===== src/core/abi_pkg.sv =====
// Shared constants for the analyzer interface and break logic block.
// Assumes a 32-bit APB host bus and an 8-bit negative-true analyzer data bus.
`default_nettype none

package abi_pkg;
    localparam int ABI_DATA_W = 8;
    localparam int ABI_ADDR_W = 8;
    localparam int ABI_HADDR_W = 16;
    localparam int ABI_IRQ_W = 3;
    localparam int ABI_STROBE_W = 5;
    localparam int ABI_LINE_W = 2;

    // APB byte offsets
    localparam logic [ABI_ADDR_W-1:0] ABI_CTRL_OFF = 8'h00;
    localparam logic [ABI_ADDR_W-1:0] ABI_SECID_OFF = 8'h04;
    localparam logic [ABI_ADDR_W-1:0] ABI_STATUS_OFF = 8'h08;
    localparam logic [ABI_ADDR_W-1:0] ABI_BRKCMD_OFF = 8'h0c;
    localparam logic [ABI_ADDR_W-1:0] ABI_HADDR_OFF = 8'h10;
    localparam logic [ABI_ADDR_W-1:0] ABI_INTSTAT_OFF = 8'h14;
    localparam logic [ABI_ADDR_W-1:0] ABI_INTMASK_OFF = 8'h18;

    // Reset values
    localparam logic [ABI_DATA_W-1:0] ABI_CTRL_RST = 8'h00;
    localparam logic [ABI_DATA_W-1:0] ABI_SECID_RST = 8'hff;
    localparam logic [ABI_HADDR_W-1:0] ABI_HADDR_RST = 16'h0000;
    localparam logic [ABI_IRQ_W-1:0] ABI_IRQ_RST = 3'h0;
    localparam logic [ABI_STROBE_W-1:0] ABI_STROBE_IDLE = 5'h1f;
    localparam logic [ABI_LINE_W-1:0] ABI_LINE_IDLE = 2'h0;

    // Control word fields
    localparam int ABI_HALT_DIS_BIT = 2;
    localparam int ABI_STIM_DIS_BIT = 3;

    // Break command fields
    localparam int ABI_BRK_SET_BIT = 0;
    localparam int ABI_BRK_CLR_BIT = 1;

    // Status word fields; bits 7:4 mirror control word bits 3:0
    localparam int ABI_ST_STIM_BIT = 0;
    localparam int ABI_ST_HALT_BIT = 1;
    localparam int ABI_ST_ARMED_BIT = 2;

    // Interrupt status fields
    localparam int ABI_IRQ_STIM_BIT = 0;
    localparam int ABI_IRQ_HALT_BIT = 1;
    localparam int ABI_IRQ_MRST_BIT = 2;

    // Analyzer strobe vector positions
    localparam int ABI_SB_ID = 0;
    localparam int ABI_SB_STATUS = 1;
    localparam int ABI_SB_SECID = 2;
    localparam int ABI_SB_MRST = 3;
    localparam int ABI_SB_HCLR = 4;

    // Analyzer break line positions
    localparam int ABI_LN_STIM = 0;
    localparam int ABI_LN_HALT = 1;
endpackage

`default_nettype wire


===== src/core/abi_break_logic.sv =====
// Analyzer-side interface and break logic of the bus preprocessor board.
// Assumes an APB master on clock and an analyzer driving asynchronous strobes.
//
// The placing of the registers and register access over APB were decided locally.
`default_nettype none

module abi_break_logic
    import abi_pkg::*;
#(
    parameter logic [ABI_DATA_W-1:0] ID_CODE = 8'h5a // Arbitrary identity value
) (
    input wire logic clock,
    input wire logic rst,
    input wire logic ce,
    // APB slave
    input wire logic psel,
    input wire logic penable,
    input wire logic pwrite,
    input wire logic [ABI_ADDR_W-1:0] paddr,
    input wire logic [31:0] pwdata,
    output logic [31:0] prdata,
    output logic pready,
    output logic pslverr,
    output logic irq,
    // Analyzer interface bus
    input wire logic idReadStrobeN,
    input wire logic statusReadStrobeN,
    input wire logic secIdReadStrobeN,
    input wire logic interfaceMasterResetStrobeN,
    input wire logic haltClearStrobeN,
    input wire logic stimulusLine,
    input wire logic haltLine,
    input wire logic [ABI_DATA_W-1:0] internalIdDataLinesIn,
    output logic [ABI_DATA_W-1:0] internalIdDataLinesOut,
    output logic internalIdDataLinesOe
);
    logic [ABI_STROBE_W-1:0] strobeSyncN;
    logic [ABI_LINE_W-1:0] lineSync;
    logic [ABI_STROBE_W-1:0] strobeRise;
    logic [ABI_STROBE_W-1:0] strobeFall;
    logic [ABI_LINE_W-1:0] lineRise;
    logic [ABI_LINE_W-1:0] lineFall;

    logic [ABI_DATA_W-1:0] ctrl_ff;
    logic [ABI_DATA_W-1:0] secId_ff;
    logic [ABI_HADDR_W-1:0] hostAddr_ff;
    logic stimBrk_ff;
    logic haltBrk_ff;
    logic haltArmed_ff;
    logic [ABI_IRQ_W-1:0] intStat_ff;
    logic [ABI_IRQ_W-1:0] intMask_ff;
    logic [31:0] prdata_ff;
    logic pready_ff;
    logic pslverr_ff;
    logic irq_ff;
    logic [ABI_DATA_W-1:0] dataOut_ff;
    logic dataOe_ff;

    logic [ABI_DATA_W-1:0] statusWord;
    logic [31:0] nxt_prdata;
    logic nxt_pslverr;
    logic addrHit;
    logic apbWr;
    logic apbAcc;
    logic idRd;
    logic statRd;
    logic secRd;
    logic mrPulse;
    logic hclrPulse;
    logic stimEvent;
    logic haltEvent;
    logic hostSet;
    logic hostClr;
    logic [ABI_IRQ_W-1:0] irqEvents;

    // Analyzer inputs are asynchronous; strobes idle high
    abi_sync #(.WIDTH(ABI_STROBE_W), .INIT(ABI_STROBE_IDLE)) u_strobe_sync (
        .clock(clock),
        .rst(rst),
        .ce(ce),
        .din({haltClearStrobeN, interfaceMasterResetStrobeN, secIdReadStrobeN,
              statusReadStrobeN, idReadStrobeN}),
        .dout(strobeSyncN)
    );

    abi_sync #(.WIDTH(ABI_LINE_W), .INIT(ABI_LINE_IDLE)) u_line_sync (
        .clock(clock),
        .rst(rst),
        .ce(ce),
        .din({haltLine, stimulusLine}),
        .dout(lineSync)
    );

    abi_edge #(.WIDTH(ABI_STROBE_W), .INIT(ABI_STROBE_IDLE)) u_strobe_edge (
        .clock(clock),
        .rst(rst),
        .ce(ce),
        .level(strobeSyncN),
        .rise(strobeRise),
        .fall(strobeFall)
    );

    abi_edge #(.WIDTH(ABI_LINE_W), .INIT(ABI_LINE_IDLE)) u_line_edge (
        .clock(clock),
        .rst(rst),
        .ce(ce),
        .level(lineSync),
        .rise(lineRise),
        .fall(lineFall)
    );

    // Read strobes are levels; control strobes act on the falling edge only
    assign idRd = ~strobeSyncN[ABI_SB_ID];
    assign statRd = ~strobeSyncN[ABI_SB_STATUS];
    assign secRd = ~strobeSyncN[ABI_SB_SECID];
    assign mrPulse = strobeFall[ABI_SB_MRST];
    assign hclrPulse = strobeFall[ABI_SB_HCLR];

    assign stimEvent = lineRise[ABI_LN_STIM] & ~ctrl_ff[ABI_STIM_DIS_BIT];
    assign haltEvent = lineRise[ABI_LN_HALT] & haltArmed_ff & ~ctrl_ff[ABI_HALT_DIS_BIT];

    // Same word serves host and analyzer so the two views cannot drift
    always_comb begin
        statusWord = {ctrl_ff[3:0], 1'b0, haltArmed_ff, haltBrk_ff, stimBrk_ff};
    end

    // APB: one wait state, answer registered
    assign apbAcc = psel & penable & ~pready_ff;
    assign apbWr = ce & psel & penable & pready_ff & pwrite;
    assign hostSet = apbWr && paddr == ABI_BRKCMD_OFF && pwdata[ABI_BRK_SET_BIT];
    assign hostClr = apbWr && paddr == ABI_BRKCMD_OFF && pwdata[ABI_BRK_CLR_BIT];

    always_comb begin
        addrHit = 1'b1;
        nxt_prdata = 32'h0000_0000;
        case (paddr)
            ABI_CTRL_OFF: nxt_prdata[ABI_DATA_W-1:0] = ctrl_ff;
            ABI_SECID_OFF: nxt_prdata[ABI_DATA_W-1:0] = secId_ff;
            ABI_STATUS_OFF: nxt_prdata[ABI_DATA_W-1:0] = statusWord;
            ABI_BRKCMD_OFF: nxt_prdata = 32'h0000_0000;
            ABI_HADDR_OFF: nxt_prdata[ABI_HADDR_W-1:0] = hostAddr_ff;
            ABI_INTSTAT_OFF: nxt_prdata[ABI_IRQ_W-1:0] = intStat_ff;
            ABI_INTMASK_OFF: nxt_prdata[ABI_IRQ_W-1:0] = intMask_ff;
            default: addrHit = 1'b0;
        endcase
        nxt_pslverr = ~addrHit;
    end

    always_ff @(posedge clock or posedge rst) begin
        if (rst) begin
            pready_ff <= 1'b0;
            pslverr_ff <= 1'b0;
            prdata_ff <= 32'h0000_0000;
        end else if (ce) begin
            pready_ff <= apbAcc;
            if (apbAcc) begin
                pslverr_ff <= nxt_pslverr;
                prdata_ff <= pwrite ? 32'h0000_0000 : nxt_prdata;
            end else begin
                pslverr_ff <= 1'b0;
            end
        end
    end

    // Host configuration; master reset overrides a coincident write, except a write to the interrupt mask
    always_ff @(posedge clock or posedge rst) begin
        if (rst) begin
            ctrl_ff <= ABI_CTRL_RST;
            secId_ff <= ABI_SECID_RST;
            hostAddr_ff <= ABI_HADDR_RST;
            intMask_ff <= ABI_IRQ_RST;
        end else if (ce) begin
            if (mrPulse) begin
                ctrl_ff <= ABI_CTRL_RST;
                secId_ff <= ABI_SECID_RST;
                hostAddr_ff <= ABI_HADDR_RST;
            end else if (apbWr) begin
                if (paddr == ABI_CTRL_OFF) begin
                    ctrl_ff <= pwdata[ABI_DATA_W-1:0];
                end
                if (paddr == ABI_SECID_OFF) begin
                    secId_ff <= pwdata[ABI_DATA_W-1:0];
                end
                if (paddr == ABI_HADDR_OFF) begin
                    hostAddr_ff <= pwdata[ABI_HADDR_W-1:0];
                end
            end
            if (apbWr && paddr == ABI_INTMASK_OFF) begin
                intMask_ff <= pwdata[ABI_IRQ_W-1:0];
            end
        end
    end

    // Breaks: hardware events win over a host reset in the same cycle
    always_ff @(posedge clock or posedge rst) begin
        if (rst) begin
            stimBrk_ff <= 1'b0;
            haltBrk_ff <= 1'b0;
        end else if (ce) begin
            if (mrPulse) begin
                stimBrk_ff <= 1'b0;
                haltBrk_ff <= 1'b0;
            end else begin
                if (hostClr) begin
                    stimBrk_ff <= 1'b0;
                    haltBrk_ff <= 1'b0;
                end
                if (hostSet) begin
                    stimBrk_ff <= 1'b1;
                    haltBrk_ff <= 1'b1;
                end
                if (stimEvent) begin
                    stimBrk_ff <= 1'b1;
                end
                if (haltEvent) begin
                    haltBrk_ff <= 1'b1;
                end
            end
        end
    end

    // Halt capture is one-shot; clear strobe re-arms it
    always_ff @(posedge clock or posedge rst) begin
        if (rst) begin
            haltArmed_ff <= 1'b0;
        end else if (ce) begin
            if (mrPulse) begin
                haltArmed_ff <= 1'b0;
            end else if (hclrPulse) begin
                haltArmed_ff <= 1'b1;
            end else if (haltEvent) begin
                haltArmed_ff <= 1'b0;
            end
        end
    end

    // Sticky interrupt status, write one to clear, set wins
    assign irqEvents = {mrPulse, haltEvent, stimEvent};

    always_ff @(posedge clock or posedge rst) begin
        if (rst) begin
            intStat_ff <= ABI_IRQ_RST;
            irq_ff <= 1'b0;
        end else if (ce) begin
            if (apbWr && paddr == ABI_INTSTAT_OFF) begin
                intStat_ff <= (intStat_ff & ~pwdata[ABI_IRQ_W-1:0]) | irqEvents;
            end else begin
                intStat_ff <= intStat_ff | irqEvents;
            end
            irq_ff <= |(intStat_ff & intMask_ff);
        end
    end

    // Analyzer read data; ID strobe has priority so the others stay off
    always_ff @(posedge clock or posedge rst) begin
        if (rst) begin
            dataOut_ff <= ~8'h00;
            dataOe_ff <= 1'b0;
        end else if (ce) begin
            dataOe_ff <= idRd | statRd | secRd;
            if (idRd) begin
                dataOut_ff <= ~ID_CODE;
            end else if (secRd) begin
                dataOut_ff <= ~secId_ff;
            end else if (statRd) begin
                dataOut_ff <= ~statusWord;
            end else begin
                dataOut_ff <= ~8'h00;
            end
        end
    end

    assign prdata = prdata_ff;
    assign pready = pready_ff;
    assign pslverr = pslverr_ff;
    assign irq = irq_ff;
    assign internalIdDataLinesOut = dataOut_ff;
    assign internalIdDataLinesOe = dataOe_ff;
endmodule // abi_break_logic

`default_nettype wire


===== src/core/abi_sync.sv =====
// Two-stage synchroniser for a group of asynchronous inputs.
// Assumes each bit is an independent level; no bus coherence is implied.
`default_nettype none

module abi_sync #(
    parameter int WIDTH = 1,
    parameter logic [WIDTH-1:0] INIT = '0
) (
    input wire logic clock,
    input wire logic rst,
    input wire logic ce,
    input wire logic [WIDTH-1:0] din,
    output logic [WIDTH-1:0] dout
);
    logic [WIDTH-1:0] meta_ff;

    // First stage feeds only the second stage
    always_ff @(posedge clock or posedge rst) begin
        if (rst) begin
            meta_ff <= INIT;
            dout <= INIT;
        end else if (ce) begin
            meta_ff <= din;
            dout <= meta_ff;
        end
    end
endmodule // abi_sync

`default_nettype wire


===== src/core/abi_edge.sv =====
// Edge detector giving one-cycle rise and fall pulses for synchronised levels.
// Assumes inputs are already in the clock domain.
`default_nettype none

module abi_edge #(
    parameter int WIDTH = 1,
    parameter logic [WIDTH-1:0] INIT = '0
) (
    input wire logic clock,
    input wire logic rst,
    input wire logic ce,
    input wire logic [WIDTH-1:0] level,
    output logic [WIDTH-1:0] rise,
    output logic [WIDTH-1:0] fall
);
    logic [WIDTH-1:0] prev_ff;

    always_ff @(posedge clock or posedge rst) begin
        if (rst) begin
            prev_ff <= INIT;
        end else if (ce) begin
            prev_ff <= level;
        end
    end

    // Gated by ce so a frozen block never sees a stuck pulse
    assign rise = {WIDTH{ce}} & level & ~prev_ff;
    assign fall = {WIDTH{ce}} & ~level & prev_ff;
endmodule // abi_edge

`default_nettype wire


===== config.mk =====
export PLATFORM = sky130hd
export DESIGN_NAME = abi_break_logic
export DESIGN_NICKNAME = d
export VERILOG_FILES = /design/src/core/abi_pkg.sv /design/src/core/abi_break_logic.sv /design/src/core/abi_sync.sv /design/src/core/abi_edge.sv
export SDC_FILE = /design/constraint.sdc
export NUM_CORES = 1
export LEC_CHECK = 0
export ABC_AREA = 0
export BUFFER_PORTS_ARGS = -buffer_cell sky130_fd_sc_hd__buf_2
export CAP_MARGIN = 30
export CORE_MARGIN = 4
export CORE_UTILIZATION = 40
export CTS_CLUSTER_SIZE = 14
export DETAILED_ROUTE_END_ITERATION = 8
export MAX_ROUTING_LAYER = met4
export PLACE_DENSITY = 0.71
export SYNTH_ARGS = -nofsm -noshare
export SYNTH_HDL_FRONTEND = slang
export SYNTH_SLANG_ARGS = --single-unit

===== constraint.sdc =====
create_clock -name clock -period 3.1 [get_ports clock]
set_clock_uncertainty 0.15 [all_clocks]
set_input_delay 0.465 -clock clock [delete_from_list [all_inputs] [get_ports clock]]
set_output_delay 0.465 -clock clock [all_outputs]
set_load 0.1 [all_outputs]

==> impl_metrics.yaml, run 1 <==
finish:
  layout.nets: 490
  n_antenna_cell: 0
  syn_to_final_growth_pct: 15.19
  drive_gt1_share_pct: 34.79
  fillers: 910
clock_network:
  h-tree-depth: 3
  cts_tree: "yes"
  clkLatencyLatePin_ps: 360
  cts-root-buf: "clkbuf_8"
  numCtsBuffers: 9
  clk_path_buf_depth: 2
  cts_resized: 0
  clkTransAtPathRegs_ps: 90
  postCtsSetupBuffers: 0
  clkSinkCount: 87
  holdBufCountCts: 1
power_and_ir_drop:
  total_leakage_power_nw: 2.130
  peakVddDrop_mv: 0.3677
  power.density_nw_per_um2: 603.3
  power.total_mw: 2.845
routing:
  via_count: 2984
  dr.pass1.iters: 5
  antenna_left: 0
  drt_iter0_drc: 144
  drcViolationCount: 0
  wl_per_cell_um: 16.68
  routed_via_density: 5.263
  drt-total-wl_um: 9456
grt:
  grt_pass1_vias: 2959
  grt.overflow.total: 0
  antenna_found_initial: 0
  grt_usage_pct: 17.09
  grt_max_degree: 44
  grt_pass1_wl_um: 15300
timing:
  tns_ps: 0
  setup_viol: 0
  fmax_ghz: 0.4466
  finalHoldViolations: 0
  finalCriticalPeriod_ps: 2239
  worstMarginPinSlew_ps: 785.4
  slew_violations: 0
  period_share_pct: 72.23
  rsz0062_at_grt: "no"
  relSlewSlack_pct: 47.21
synthesis:
  synthDistinctLibCells: 53
  synth_seq_area_share_pct: 54.03
  yosysMostFrequentCell: "dfrtp_1"
  synthFlopType: "dfrtp_1"
  synthArstFlopShare_pct: 100.0
  yosysWarnings: 0
  netlist.top_cell.by_area: "dfrtp_1"
  synth_top_cell_area_share_pct: 36.06
  synth_area_leaders: "dfrtp_1 (36%), dfstp_2 (18%), mux2_2 (6.6%)"
  synth_common_cells: "dfrtp_1 (59), nand2_1 (31), dfstp_2 (28)"
  syn_avg_cell_area_um2: 11.28
  synth_seq_cells: 87
  synth_area_um2: 4094
  synth_edf_count: 0
  syn_inst: 363
floorplanning:
  start_util_pct: 41.50
  dieArea_um2: 11920
  core-area_um2: 9864
  chipHeight_um: 109.2
  die_x_um: 109.2
  rows: 36
  io_pins: 105
placed_design:
  io_buffers: 64
  hpwl_um: 6782
  gp_congestion: 0.8788
worst_setup_path:
  arrival_ps: 2350
  critPathLaunchType: "primary input"
  worstSetupPathType: "primary input to flop"
  end_kind: "flop"
  required_ps: 3210
  path_max_fanout: 17
status:
  status: "finished, final reports clean"
flow_run:
  drv_cap: 0
hold_path:
  hp-class: "primary input to flop"
## layout by cell type (no fill, tap or decap), drive strengths merged, types with 3 or more instances in the layout
cell      count
a21oi        13
a22o          9
a22oi         4
a31oi         6
buf          74
clkbuf       10
clkinv        3
clkinvlp      3
conb         16
dfrtp        59
dfstp        28
inv          11
mux2         24
mux2i        25
nand2        31
nand3         5
nand3b        4
nor2         23
nor2b         7
nor4          5
o21ai        22
o22a         13
o32a          4
## cells by family (layout without fill, tap and decap cells)
| family | after synthesis | in the layout | synth area share [%] |
|---|---|---|---|
| compound gates | 83 | 83 | 14.03 |
| buf+inv | 46 | 102 | 5.960 |
| flops | 87 | 87 | 54.03 |
| mux | 50 | 50 | 13.26 |
| other cells | 1 | 16 | 0.09160 |
| simple gates | 96 | 96 | 12.62 |
## worst paths after layout
path | depth (start not counted) | slack, ps | end | from
worst max-delay path | 5 | 860 | intStat_ff[0] | paddr[3]
worst min-delay path | 2 | 180 | u_line_sync.meta_ff[0] | stimulusLine
worst max register to register | 3 | 1000 | prdata[9] | pready
worst min register to register | 2 | 330 | internalIdDataLinesOut[3] | internalIdDataLinesOut[3]
max in group asynchronous | 4 | 1620 | secId_ff[5] | rst
min in group asynchronous | 3 | 510 | u_line_sync.meta_ff[1] | rst
## critical path, stage by stage
cell and delay (ps):
buf_2 190, or4b_2 690, nor4_1 640, nand2_1 130, a21bo_2 230
## flip-flops by register name, indices dropped and copies added (netlist names), 2 cells and up
register                cells
u_strobe_sync.meta_ff       5
u_strobe_edge.prev_ff       2
prdata                     16
intStat_ff                  3
u_line_edge.prev_ff         2
u_line_sync.meta_ff         2
secId_ff                    8
u_line_sync.dout            2
intMask_ff                  3
u_strobe_sync.dout          5
hostAddr_ff                16
ctrl_ff                     8
internalIdDataLinesOut      8
## layout make-up
type	count	area (µm²)	share of cell area [%]
multi-input combinational	245	1694	35.92
inverter	11	42.54	0.9021
timing repair buffer	75	417.9	8.862
tap	133	166.4	3.529
clock buffer	10	137.6	2.919
sequential	87	2212	46.91
clock inverter	6	45.04	0.9552
## metrics by stage
| step | instance area [µm²] | setup WS, ps | instances | hold WS, ps | utilization, % |
|---|---|---|---|---|---|
| floorplan | 4150 | 281.1 | 378 | 299.2 | - |
| global placement | 4523 | 505.2 | 550 | 315.2 | 45.85 |
| detailed placement | 4523 | 491.8 | 550 | 308.3 | 45.85 |
| CTS | 4716 | 869.8 | 567 | 176.1 | 47.81 |
| global route | 4716 | 801.5 | 567 | 176.9 | 47.81 |
| finish | 4716 | 860.9 | 567 | 182.3 | 47.81 |
## per-layer routing
metal	wire [µm]	vias to the layer above	global-route usage [%]
met5	0	-	-
met4	93	0	3.156
met3	676	10	4.085
met2	4161	112	25.44
met1	4524	1448	24.09
li1	-	1414	-
## report_power, final
group          internal [mW]  switching [mW]  total, mW
clock network          0.315           0.418      0.734
logic                  0.177           0.513      0.690
registers               1.30           0.124       1.42
total                   1.79            1.05       2.85
Note: power is estimated with default switching activity, not from simulation.
==> run 2: changes to the inputs <==
--- a/config.mk
+++ b/config.mk
@@ -13,7 +13,7 @@
 export CTS_CLUSTER_SIZE = 14
 export DETAILED_ROUTE_END_ITERATION = 8
 export MAX_ROUTING_LAYER = met4
-export PLACE_DENSITY = 0.71
+export PLACE_DENSITY = 0.73
 export SYNTH_ARGS = -nofsm -noshare
 export SYNTH_HDL_FRONTEND = slang
 export SYNTH_SLANG_ARGS = --single-unit
==> constraint.sdc (replaced) <==
create_clock -name clock -period 1.98 [get_ports clock]
set_clock_uncertainty 0.15 [all_clocks]
set_input_delay 0.297 -clock clock [delete_from_list [all_inputs] [get_ports clock]]
set_output_delay 0.297 -clock clock [all_outputs]
set_load 0.1 [all_outputs]
==> impl_metrics.yaml, run 2 (synthesized netlist as in run 1, its figures left out) <==
status:
  status: "finished, final reports clean"
finish:
  multi_input_area_um2: 1710
  final_common_cell: "buf_2"
  syn_to_final_growth_pct: 22.04
  final_cell_mix: "buf_2 (64), dfrtp_1 (58), buf_4 (32)"
  drive_gt1_share_pct: 38.66
  n_antenna_cell: 0
  fillers: 898
  fin_area_um2: 4996
  regArea_um2: 2216
  layout.nets: 519
  utilization_pct: 50.65
timing:
  period_share_pct: 91.05
  setup_viol: 0
  relSlewSlack_pct: 62.79
  fmax_ghz: 0.5547
  worstMarginPinSlew_ps: 556.9
  slew_violations: 0
  rsz0062_at_grt: "no"
  finalCriticalPeriod_ps: 1803
  finalHoldViolations: 0
worst_setup_path:
  ff2ff_path_depth: 3
  endpoint: "intStat_ff[0]"
  critPathLaunch: "paddr[1]"
  max_stage_delay_ps: 730
  arrival_ps: 1910
  worst-r2r-setup-slack_ps: 260
  crit_chain: "buf_2 > or4b_2 > nor4_1 > buf_4 > nand2_1 > a21bo_2"
  end_kind: "flop"
  worstSetupPathType: "primary input to flop"
  required_ps: 2090
  critPathLaunchType: "primary input"
  r2r_end: "secId_ff[7]"
  critPathSlowestCell: "or4b_2"
  worstReg2RegStart: "u_strobe_sync.dout[3]"
  path_max_fanout: 4
floorplanning:
  dieArea_um2: 11920
  start_util_pct: 41.50
  rows: 36
  chipHeight_um: 109.2
  io_pins: 105
  core-area_um2: 9864
  die_x_um: 109.2
clock_network:
  clkLatencyLatePin_ps: 370
  h-tree-depth: 3
  cts-root-buf: "clkbuf_8"
  cts_resized: 0
  postCtsSetupBuffers: 0
  clkTransAtPathRegs_ps: 90
  clk_path_buf_depth: 2
  numCtsBuffers: 9
  cts_tree: "yes"
  clkSinkCount: 87
routing:
  dr.pass1.iters: 5
  drt_iter0_drc: 249
  drt-total-wl_um: 9944
  antenna_left: 0
  routed_via_density: 5.302
  drcViolationCount: 0
  via_count: 3160
  wl_per_cell_um: 16.68
power_and_ir_drop:
  peakVddDrop_mv: 0.7344
  power.total_mw: 4.589
  total_leakage_power_nw: 2.288
  power.density_nw_per_um2: 918.6
placed_design:
  gp_congestion: 0.8777
  io_buffers: 64
  hpwl_um: 7307
  placed_area_um2: 4738
grt:
  grt_pass1_vias: 3147
  grt_max_degree: 41
  antenna_found_initial: 0
  grt_usage_pct: 18.00
  grt.overflow.total: 0
  grt_pass1_wl_um: 16280
hold_path:
  hp-class: "primary input to flop"
flow_run:
  drv_cap: 0
run 2: changes by cell type in the layout (fill, tap and decap cells not counted), moves of 2 or more:
| cell | change |
|---|---|
| buf_4 | +23 |
| clkinvlp_4 | -2 |
| inv_8 | +2 |
| dlygate4sd3_1 | +5 |
| clkinv_2 | -2 |
run 2: layer usage:
| metal | track usage [%] | wire length (µm) | up-vias |
|---|---|---|---|
| li1 | - | - | 1477 |
| met1 | 24.33 | 4488 | 1557 |
| met2 | 27.81 | 4619 | 118 |
| met3 | 3.848 | 746 | 8 |
| met4 | 4.328 | 89 | 0 |
| met5 | - | 0 | - |
run 2: how the worst min path moves through the flow:
| stage | startpoint | endpoint | slack (ps) | cells past startpoint |
|---|---|---|---|---|
| 2_1_floorplan | pwrite | prdata[1] | 250 | 1 |
| 6_report | stimulusLine | u_line_sync.meta_ff[0] | 20 | 2 |
| 4_1_cts | stimulusLine | u_line_sync.meta_ff[0] | 3 | 2 |
| 3_3_place_gp | rst | u_line_sync.meta_ff[0] | 220 | 2 |
| 3_5_place_dp | rst | u_line_sync.meta_ff[0] | 230 | 2 |
| 5_1_grt | stimulusLine | u_line_sync.meta_ff[0] | 8 | 2 |
run 2: per-stage QoR:
stage | hold slack (ps) | worst slack, ps | TNS [ps] | cells
6_report | 18.33 | 177.2 | 0 | 596
3_5_place_dp | 228.1 | -188.7 | -3777 | 574
5_1_grt | 7.661 | 71.84 | 0 | 596
4_1_cts | 2.939 | 175.6 | 0 | 596
2_1_floorplan | 245.7 | -143.2 | -1432 | 378
3_3_place_gp | 220.9 | -180.5 | -3167 | 574
run 2: critical path: cells and delay by family:
family | cells | cell delay [ps]
and+or+nand+nor | 3 | 1100
AOI/OAI and AO/OA | 1 | 200
buffers and inverters | 2 | 310
run 2: final cells by class:
type | instances | area share (%)
multi-input cells | 245 | 34.23
flip-flops and latches | 87 | 44.35
well taps | 133 | 3.331
clock inverters | 7 | 1.478
repair buffers | 104 | 13.22
clock buffers | 9 | 2.479
inverters | 11 | 0.9016
run 2: repair_timing:
| action | 4_1_cts | 5_1_grt |
|---|---|---|
| setup endpoints to repair | 0 | 0 |
| endpoints found under the hold margin | 12 | 0 |
| hold buffers | 6 | 0 |
run 2: power by group:
part | switching, mW | leakage (nW) | internal (mW)
clock network | 0.729 | 0.101 | 0.497
registers | 0.183 | 1.06 | 2.03
logic | 0.829 | 1.12 | 0.319
total | 1.74 | 2.29 | 2.85
